File: config.mk
export PLATFORM = sky130hd
export DESIGN_NAME = bmsl_loader
export DESIGN_NICKNAME = d
export VERILOG_FILES = /design/src/bmsl_pkg.sv /design/src/bmsl_loader.sv /design/src/bmsl_fifo.sv
export VERILOG_INCLUDE_DIRS = /design/src
export SDC_FILE = /design/constraint.sdc
export NUM_CORES = 1
export LEC_CHECK = 0
export ABC_AREA = 1
export BUFFER_PORTS_ARGS = -buffer_cell sky130_fd_sc_hd__clkbuf_2
export CAP_MARGIN = 10
export CORE_ASPECT_RATIO = 0.5
export CORE_MARGIN = 2
export CORE_UTILIZATION = 45
export CTS_BUF_LIST = sky130_fd_sc_hd__clkbuf_16
export DETAILED_ROUTE_END_ITERATION = 7
export GPL_ROUTABILITY_DRIVEN = 0
export GPL_TIMING_DRIVEN = 0
export PLACE_DENSITY = 0.72
export RECOVER_POWER = 100
export SETUP_SLACK_MARGIN = 0.2
export SYNTH_ARGS = -nofsm -noshare
export SYNTH_HDL_FRONTEND = slang
export SYNTH_HIERARCHICAL = 1
export SYNTH_SLANG_ARGS = --single-unit
File: constraint.sdc
create_clock -name clk_sys -period 8.3 [get_ports clk_sys]
set_input_delay 0.415 -clock clk_sys [delete_from_list [all_inputs] [get_ports clk_sys]]
set_output_delay 0.415 -clock clk_sys [all_outputs]
set_load 0.02 [all_outputs]
File: src/bmsl_consts.svh
// Constants for the boot mode select loader
`ifndef BMSL_CONSTS_SVH
`define BMSL_CONSTS_SVH
`define BMSL_BOOT_WORDS 16'h0100
`define BMSL_BOOT_BASE 20'h4_0000
`define BMSL_BOOT_LAST 20'h4_00FF
`define BMSL_EPROM_EXT_BASE 24'h80_0000
`define BMSL_EPROM_BYTES_PER_WORD 3'h6
`define BMSL_READ_CYCLES 4'h8
`define BMSL_HOST_BYTES_PER_WORD 3'h6
`define BMSL_HOST_HALVES_PER_WORD 3'h3
`define BMSL_LINK_NIBBLES_PER_WORD 4'hc
`define BMSL_SPI_DMA_CHANNEL 4'h8
`define BMSL_EPROM_DMA_CHANNEL 4'ha
`define BMSL_HOST_DMA_CHANNEL 4'ha
`define BMSL_LINK_BUFFER 4'h4
`define BMSL_SPI_BYTES_PER_WORD 3'h6
`endif

File: src/bmsl_pkg.sv
// Types for the boot mode select loader
package bmsl_pkg;
  typedef enum logic [4:0] {
    BMSL_MODE_NONE = 5'h01,
    BMSL_MODE_EPROM = 5'h02,
    BMSL_MODE_HOST = 5'h04,
    BMSL_MODE_LINK = 5'h08,
    BMSL_MODE_SPI = 5'h10
  } bmsl_mode_type;
  typedef enum logic [3:0] {
    BMSL_ST_IDLE = 4'h1,
    BMSL_ST_LOAD = 4'h2,
    BMSL_ST_DRAIN = 4'h4,
    BMSL_ST_DONE = 4'h8
  } bmsl_state_type;
  typedef struct packed {
    logic [19:0] addr;
    logic [47:0] data;
  } bmsl_word_type;
endpackage : bmsl_pkg

File: src/bmsl_loader.sv
// Boot mode decode and initial 256-word boot load
`timescale 1ns/1ps
`include "bmsl_consts.svh"
// How it works
// RULE1: EPROM strap high selects byte-wide EPROM boot, other straps ignored.
// RULE2: EPROM strap low lets link strap and select pin choose the mode.
// RULE3: Link strap high, select high: boot from peer over link port.
// RULE4: Both straps low, select high: boot from host over external port.
// RULE5: Straps low, select low: no load, execute from external memory.
// RULE6: SPI mode moves serial receive buffer words inward on DMA channel 8.
// RULE7: EPROM mode drives select pin as three-statable EPROM chip select.
// RULE8: Only the current bus master drives the select output in EPROM boot.
// RULE9: Outside EPROM boot the system drives select as input, high for host/link.
// RULE10: After reset, each loading mode sets up a 256-instruction boot DMA.
// RULE11: Link boot takes 4-bit nibbles into link buffer 4.
// RULE12: Host boot accepts 8-bit or 16-bit host writes.
// RULE13: 256 words land at 0x40000..0x400FF, then execution begins.
// RULE14: Each EPROM read strobe lasts eight cycles, seven wait states.
// RULE15: Mode pins sampled at reset release, held until next reset.
module bmsl_loader #(
  parameter int FIFO_DEPTH = 8
) (
  input wire logic clk_sys,
  input wire logic rst_b,
  input wire logic eprom_boot_strap,
  input wire logic link_boot_strap,
  input wire logic boot_memory_select_n_in,
  output logic boot_memory_select_n_out,
  output logic boot_memory_select_n_oe_b,
  input wire logic busMaster,
  output logic [23:0] epromAddr,
  output logic epromRead_b,
  input wire logic [7:0] epromData,
  input wire logic hostWrite,
  input wire logic hostWide,
  input wire logic [15:0] hostData,
  output logic hostReady,
  input wire logic linkValid,
  input wire logic [3:0] linkNibble,
  output logic linkReady,
  input wire logic serialValid,
  input wire logic [7:0] serial_receive_buffer,
  output logic serialReady,
  output logic memWrite,
  output bmsl_pkg::bmsl_word_type memWord,
  input wire logic memReady,
  output bmsl_pkg::bmsl_mode_type bootMode,
  output logic [3:0] dmaChannel,
  output logic [3:0] linkBuffer,
  output logic bootDone,
  output logic runExternal
);
  import bmsl_pkg::*;
  bmsl_mode_type mode_r;
  bmsl_state_type state_r;
  logic sampled_r;
  logic [47:0] pack_r;
  logic [3:0] part_r;
  logic [8:0] words_r;
  logic [8:0] pushed_r;
  logic [3:0] wait_r;
  logic [23:0] extAddr_r;
  logic readActive_r;
  logic selOut_r;
  logic selOe_r;
  logic memWrite_r;
  bmsl_word_type memWord_r;
  logic hostReady_r;
  logic linkReady_r;
  logic serialReady_r;
  logic done_r;
  logic runExt_r;
  logic fifoInReady;
  logic fifoOutValid;
  bmsl_word_type fifoOut;

  // Strap decode; the select pin only counts when the EPROM strap is low
  function automatic bmsl_mode_type decodeMode(input logic eb, input logic lb, input logic sel);
    if (eb) begin
      return BMSL_MODE_EPROM; // RULE1
    end
    case ({lb, sel}) // RULE2
      2'b11: return BMSL_MODE_LINK; // RULE3
      2'b01: return BMSL_MODE_HOST; // RULE4
      2'b10: return BMSL_MODE_SPI; // RULE6
      default: return BMSL_MODE_NONE; // RULE5
    endcase
  endfunction : decodeMode

  // Pieces per 48-bit word and the width of one piece
  wire [3:0] piecesNeeded = (mode_r == BMSL_MODE_LINK) ? `BMSL_LINK_NIBBLES_PER_WORD : // RULE11
                            (mode_r == BMSL_MODE_HOST && hostWide) ? 4'(`BMSL_HOST_HALVES_PER_WORD) : // RULE12
                            4'(`BMSL_EPROM_BYTES_PER_WORD);
  wire loading = (state_r == BMSL_ST_LOAD);
  wire epromStrobeEnd = readActive_r && (wait_r == 4'(`BMSL_READ_CYCLES - 4'h1));
  wire hostTake = loading && mode_r == BMSL_MODE_HOST && hostReady_r && hostWrite;
  wire linkTake = loading && mode_r == BMSL_MODE_LINK && linkReady_r && linkValid;
  wire serialTake = loading && mode_r == BMSL_MODE_SPI && serialReady_r && serialValid;
  wire epromTake = loading && mode_r == BMSL_MODE_EPROM && epromStrobeEnd;
  wire pieceTake = hostTake || linkTake || serialTake || epromTake;
  // New piece shifted in at the top; earliest piece ends in the low bits
  wire [47:0] piece = linkTake ? {linkNibble, pack_r[47:4]} :
                      (hostTake && hostWide) ? {hostData, pack_r[47:16]} :
                      hostTake ? {hostData[7:0], pack_r[47:8]} :
                      serialTake ? {serial_receive_buffer, pack_r[47:8]} :
                      {epromData, pack_r[47:8]};
  wire wordDone = pieceTake && (part_r == piecesNeeded - 4'h1);
  wire allPushed = (pushed_r == 9'(`BMSL_BOOT_WORDS));
  wire sourceOpen = loading && fifoInReady && !wordDone && !allPushed;
  wire [19:0] wordAddr = 20'(`BMSL_BOOT_BASE + {11'h000, pushed_r}); // RULE13
  wire drainTake = fifoOutValid && (!memWrite_r || memReady);
  wire lastWritten = memWrite_r && memReady && (words_r == 9'(`BMSL_BOOT_WORDS - 16'h0001));

  bmsl_fifo #(
    .WIDTH($bits(bmsl_word_type)),
    .DEPTH(FIFO_DEPTH)
  ) u_fifo (
    .clk_sys(clk_sys),
    .rst_b(rst_b),
    .inValid(wordDone),
    .inReady(fifoInReady),
    .inData({wordAddr, piece}),
    .outValid(fifoOutValid),
    .outReady(drainTake),
    .outData(fifoOut)
  );

  // Mode latched on the first edge after reset release, then frozen
  always_ff @(posedge clk_sys or negedge rst_b) begin
    if (!rst_b) begin
      sampled_r <= 1'b0;
      mode_r <= BMSL_MODE_NONE;
    end else if (!sampled_r) begin
      sampled_r <= 1'b1; // RULE15
      mode_r <= decodeMode(eprom_boot_strap, link_boot_strap, boot_memory_select_n_in); // RULE15
    end
  end

  // Sequencer: configure the 256-word channel, load, drain, hand over
  always_ff @(posedge clk_sys or negedge rst_b) begin
    if (!rst_b) begin
      state_r <= BMSL_ST_IDLE;
    end else begin
      case (state_r)
        BMSL_ST_IDLE: state_r <= !sampled_r ? BMSL_ST_IDLE :
                                 (mode_r == BMSL_MODE_NONE) ? BMSL_ST_DONE : BMSL_ST_LOAD; // RULE10 RULE5
        BMSL_ST_LOAD: state_r <= (allPushed || (wordDone && pushed_r == 9'h0ff)) ? BMSL_ST_DRAIN : BMSL_ST_LOAD;
        BMSL_ST_DRAIN: state_r <= lastWritten ? BMSL_ST_DONE : BMSL_ST_DRAIN; // RULE13
        BMSL_ST_DONE: state_r <= BMSL_ST_DONE;
        default: state_r <= BMSL_ST_IDLE;
      endcase
    end
  end

  // Piece packing and word counters
  always_ff @(posedge clk_sys or negedge rst_b) begin
    if (!rst_b) begin
      pack_r <= '0;
      part_r <= '0;
      pushed_r <= '0;
      words_r <= '0;
    end else begin
      pack_r <= pieceTake ? piece : pack_r;
      part_r <= wordDone ? 4'h0 : (pieceTake ? 4'(part_r + 4'h1) : part_r);
      pushed_r <= wordDone ? 9'(pushed_r + 9'h001) : pushed_r; // RULE10
      words_r <= (memWrite_r && memReady) ? 9'(words_r + 9'h001) : words_r;
    end
  end

  // EPROM read strobe: eight cycles per byte, address steps after each access
  always_ff @(posedge clk_sys or negedge rst_b) begin
    if (!rst_b) begin
      readActive_r <= 1'b0;
      wait_r <= '0;
      extAddr_r <= `BMSL_EPROM_EXT_BASE;
    end else begin
      readActive_r <= epromStrobeEnd ? 1'b0 :
                      (mode_r == BMSL_MODE_EPROM && sourceOpen && busMaster) ? 1'b1 : readActive_r; // RULE14
      wait_r <= readActive_r ? 4'(wait_r + 4'h1) : 4'h0; // RULE14
      extAddr_r <= epromStrobeEnd ? 24'(extAddr_r + 24'h00_0001) : extAddr_r;
    end
  end

  // Select pin: driven only by the bus master during EPROM load, released otherwise
  always_ff @(posedge clk_sys or negedge rst_b) begin
    if (!rst_b) begin
      selOut_r <= 1'b1;
      selOe_r <= 1'b1;
    end else begin
      selOe_r <= !(mode_r == BMSL_MODE_EPROM && loading && busMaster); // RULE7 RULE8 RULE9
      selOut_r <= !(readActive_r || (mode_r == BMSL_MODE_EPROM && sourceOpen && busMaster)); // RULE7
    end
  end

  // Source handshakes registered; ready only while a word slot is free
  always_ff @(posedge clk_sys or negedge rst_b) begin
    if (!rst_b) begin
      hostReady_r <= 1'b0;
      linkReady_r <= 1'b0;
      serialReady_r <= 1'b0;
    end else begin
      hostReady_r <= sourceOpen && mode_r == BMSL_MODE_HOST && !hostTake; // RULE12
      linkReady_r <= sourceOpen && mode_r == BMSL_MODE_LINK && !linkTake; // RULE11
      serialReady_r <= sourceOpen && mode_r == BMSL_MODE_SPI && !serialTake; // RULE6
    end
  end

  // Internal memory write port, held until the memory accepts
  always_ff @(posedge clk_sys or negedge rst_b) begin
    if (!rst_b) begin
      memWrite_r <= 1'b0;
      memWord_r <= '0;
      done_r <= 1'b0;
      runExt_r <= 1'b0;
    end else begin
      memWrite_r <= drainTake ? 1'b1 : (memReady ? 1'b0 : memWrite_r);
      memWord_r <= drainTake ? fifoOut : memWord_r; // RULE13
      done_r <= done_r || lastWritten || (state_r == BMSL_ST_IDLE && sampled_r && mode_r == BMSL_MODE_NONE);
      runExt_r <= runExt_r || (sampled_r && mode_r == BMSL_MODE_NONE); // RULE5
    end
  end

  // Channel and buffer identity follow the latched mode
  always_ff @(posedge clk_sys or negedge rst_b) begin
    if (!rst_b) begin
      dmaChannel <= '0;
      linkBuffer <= '0;
    end else begin
      dmaChannel <= (mode_r == BMSL_MODE_SPI) ? `BMSL_SPI_DMA_CHANNEL : // RULE6
                    (mode_r == BMSL_MODE_NONE) ? 4'h0 : `BMSL_EPROM_DMA_CHANNEL;
      linkBuffer <= (mode_r == BMSL_MODE_LINK) ? `BMSL_LINK_BUFFER : 4'h0; // RULE11
    end
  end

  assign boot_memory_select_n_out = selOut_r;
  assign boot_memory_select_n_oe_b = selOe_r;
  assign epromAddr = extAddr_r;
  assign epromRead_b = !readActive_r;
  assign hostReady = hostReady_r;
  assign linkReady = linkReady_r;
  assign serialReady = serialReady_r;
  assign memWrite = memWrite_r;
  assign memWord = memWord_r;
  assign bootMode = mode_r;
  assign bootDone = done_r;
  assign runExternal = runExt_r;
endmodule : bmsl_loader

File: src/bmsl_fifo.sv
// Parameterised valid/ready FIFO
`timescale 1ns/1ps
module bmsl_fifo #(
  parameter int WIDTH = 68,
  parameter int DEPTH = 8
) (
  input wire logic clk_sys,
  input wire logic rst_b,
  input wire logic inValid,
  output logic inReady,
  input wire logic [WIDTH-1:0] inData,
  output logic outValid,
  input wire logic outReady,
  output logic [WIDTH-1:0] outData
);
  localparam int AW = $clog2(DEPTH);
  logic [WIDTH-1:0] mem [DEPTH];
  logic [AW-1:0] wrPtr_r;
  logic [AW-1:0] rdPtr_r;
  logic [AW:0] count_r;
  wire doWrite = inValid && inReady;
  wire doRead = outValid && outReady;
  // Flags come straight from the occupancy count
  assign inReady = (count_r != DEPTH[AW:0]);
  assign outValid = (count_r != '0);
  assign outData = mem[rdPtr_r];
  // Storage has no reset; only the pointers and the count need one
  always_ff @(posedge clk_sys) begin
    if (doWrite) begin
      mem[wrPtr_r] <= inData;
    end
  end
  // Pointers wrap naturally when depth is a power of two
  always_ff @(posedge clk_sys or negedge rst_b) begin
    if (!rst_b) begin
      wrPtr_r <= '0;
      rdPtr_r <= '0;
      count_r <= '0;
    end else begin
      wrPtr_r <= doWrite ? AW'(wrPtr_r + 1'b1) : wrPtr_r;
      rdPtr_r <= doRead ? AW'(rdPtr_r + 1'b1) : rdPtr_r;
      count_r <= (AW+1)'(count_r + {{AW{1'b0}}, doWrite} - {{AW{1'b0}}, doRead});
    end
  end
endmodule : bmsl_fifo

==> results_dict.tcl <==
set metrics [dict create \
    synthCells 3587 \
    numCtsBuffers 68 \
    cts_tree "yes" \
    wl_mm 86.9 \
    yosys.area.top_type "edfxtp_1" \
    yosysTopAreaCellShare 0.486 \
    antenna_left 0 \
    crit_path_start_kind "register" \
    worst_slew_pin_slew_ns 1.63 \
    hp-start "boot_memory_select_n_in" \
    track_usage 0.225 \
    core-area_sq_mm 0.0735 \
    io_buffers 154 \
    cap_violations 1 \
    root_buffer "clkbuf_16" \
    drc 0 \
    relSlewSlack -0.0928 \
    die_area_sq_mm 0.0771 \
    die_x_um 391 \
    grt_pass1_wl_mm 134 \
    dp_slack_ns 3.88 \
    path_clk_slew_ns 0.06 \
    reg2reg_slack_ns 2.18 \
    reg2reg_to "u_fifo/mem[3][62]$_DFFE_PP_" \
    async_flop_share 0.263 \
    cp.required_ns 8.55 \
    vdd_drop_max_mv 0.166 \
    row_count 70 \
    min_path_cells 2 \
    worstReg2RegStart "bootMode[1]$_DFFE_PN0N_" \
    finalSetupViolCount 0 \
    worstRegToRegCells 13 \
    clock-sinks 738 \
    synth_edf_count 544 \
    yosysMostFrequentCell "nand2_1" \
    vias 25100 \
    status "complete, but fails checks" \
    fp.dieH_um 197 \
    ys_seq_area_frac 0.630 \
    htreeDepth 3 \
    hold_viol 0 \
    cpMaxStageDelayCell "nor2_1" \
    path_cells "nor2_1 > nand3_2 > nor2_1 > nor2_2 > nand2_1 > nand3_1 > clkinvlp_2 > clkbuf_1 > nand2_1 > clkbuf_1 > nor3_2 > clkbuf_1 > clkbuf_1" \
    diodes 0 \
    critical_path.top_delay_family "simple AND/OR/NAND/NOR gates" \
    drive_gt1_frac 0.0788 \
    fin_crit_ns 6.12 \
    grt-ovfl-total 0 \
    yosys-top-cells-area "edfxtp_1 49%, nand2_1 15%, dfrtp_1 14%" \
    ys_seq_elements 738 \
    dpl.hpwl_mm 61.3 \
    io_pins 161 \
    crit_arrival_ns 6.38 \
    wire_per_inst_um 17.4 \
    final_area_sq_mm 0.0384 \
    p_leak_nw 18.6 \
    violations "capacitance limit, slew limit" \
    grt_pass1_vias 24000 \
    hold_class "in2reg" \
    critPathCaptureType "register" \
    synth.distinct_cells 47 \
    syn_area_sq_mm 0.0336 \
    grt_max_degree 104 \
    clock_path_buffers 3 \
    nets 4033 \
    layout_setup_ws_ns 2.18 \
    drt-pass1-iter-count 7 \
    ys.warnings.count 6 \
    worst-path-buf-inv 5 \
    viasPerCell 5.03 \
    antenna_found_initial 0 \
    slowest_delay_ns 0.89 \
    synth_common_cells "1330 x nand2_1, 661 x inv_1, 544 x edfxtp_1, 380 x nand3_1, 189 x dfrtp_1" \
    hold_ws_ns 0.0335 \
    dpl_cell_area_sq_mm 0.0368 \
    min_period_over_period 0.738 \
    crit_path_frequent_cell "clkbuf_1" \
    clk_latency_ns 0.63 \
    num-fill-cells 6334 \
    crit_fanout 11 \
    drv_slew 9 \
    first_iter_violations 2508 \
    whs_endpoint "bootMode[4]$_DFFE_PN0N_" \
    syn_avg_cell_area_sq_um 9.38 \
    areaGrowthSynthToFinish_pct 14.1 \
    fmax_mhz 163 \
    path_class "reg2reg" \
    tns_ns 0 \
    skew_ns 0.0240 \
    initial_core_util 0.458 \
    powerDensity_mw_per_mm2 284 \
    ys.flop_type "edfxtp_1" \
    cp.depth 13 \
    rsz0062_at_grt "no" \
]
## worst max path at each step
| stage | start | endpoint | slack (ns) |
|---|---|---|---|
| global route | bootMode[1]$_DFFE_PN0N_ | u_fifo/mem[4][57]$_DFFE_PP_ | 1.84 |
| finish | bootMode[1]$_DFFE_PN0N_ | u_fifo/mem[3][62]$_DFFE_PP_ | 2.18 |
| floorplan | bootMode[1]$_DFFE_PN0N_ | u_fifo/mem[4][0]$_DFFE_PP_ | 1.31 |
| detailed placement | u_fifo/count_r[2]$_DFF_PN0_ | u_fifo/count_r[2]$_DFF_PN0_ | 3.88 |
| global placement | hostWrite | u_fifo/mem[1][59]$_DFFE_PP_ | -4.00 |
| CTS | u_fifo/count_r[2]$_DFF_PN0_ | u_fifo/count_r[2]$_DFF_PN0_ | 3.85 |
## per-layer routing
layer  vias up  GRT usage  part of all wire
met5         -          0                 0
met4         0     0.0817             0.035
met3       186     0.0439             0.085
met2      1011      0.361              0.46
met1     12000      0.307              0.42
li1      11900          -                 -
## through the flow
| stage | instances | util | power (W) |
|---|---|---|---|
| 2_1_floorplan | 3679 | - | 0.00668 |
| 3_3_place_gp | 4805 | 0.489 | 0.00788 |
| 3_5_place_dp | 4869 | 0.500 | 0.00797 |
| 4_1_cts | 4995 | 0.529 | 0.0110 |
| 5_1_grt | 4995 | 0.522 | 0.0115 |
| 6_report | 4995 | 0.522 | 0.0109 |
## where the power goes
part           internal [W]  total [W]  leakage, nW  switching, W
Combinational      0.000992    0.00358         10.1       0.00259
Clock               0.00162    0.00300         1.11       0.00139
Sequential          0.00417    0.00431         7.40      0.000135
## cells by family after synthesis
kind of cell | count (synthesis) | share of synthesized area
buf+inv | 838 | 0.102
fa+ha+maj | 17 | 0.00655
flops | 738 | 0.630
other cells | 2 | 0.000223
compound gates | 126 | 0.0239
simple gates | 1826 | 0.227
xor+xnor | 40 | 0.0104
## cells in the final DEF, fill, tap and decap left out, types with 18 or more instances in the layout
cell,netlist,routed
buf_2,84,77
buf_6,17,50
clkbuf_1,41,180
clkbuf_16,0,71
clkbuf_2,0,44
conb_1,2,94
dfrtp_1,189,189
edfxtp_1,544,544
inv_1,661,687
nand2_1,1330,1335
nand3_1,380,381
nand4_1,25,25
nor2_1,34,41
nor3_1,20,18
o211ai_1,12,25
o21ai_0,39,77
xor2_1,24,24
## sequential cells by signal (all words and copies together) (netlist names), 4 cells and up
signal          cells
pack_r             44
epromAddr          24
bootMode            5
wait_r              4
u_fifo/mem        544
memWord            68
words_r             9
state_r             4
part_r              4
u_fifo/count_r      4
pushed_r            9
## cell type report
class | count | area, sq um | area share
buffer | 163 | 866 | 0.0226
timing repair buffer | 220 | 1270 | 0.0331
multi-input combinational | 2103 | 9210 | 0.240
sequential | 738 | 21200 | 0.552
clock inverter | 53 | 312 | 0.00812
inverter | 675 | 2530 | 0.0660
tap | 972 | 1220 | 0.0317
clock buffer | 71 | 1780 | 0.0463
## repair_timing
action | 4_1_cts | 5_1_grt
endpoints found under the hold margin | 99 | 0
hold buffers | 2 | 0
resized for setup | 0 | 0
buffers inserted | 0 | 0
No activity file was read; power rests on OpenSTA's default activity.
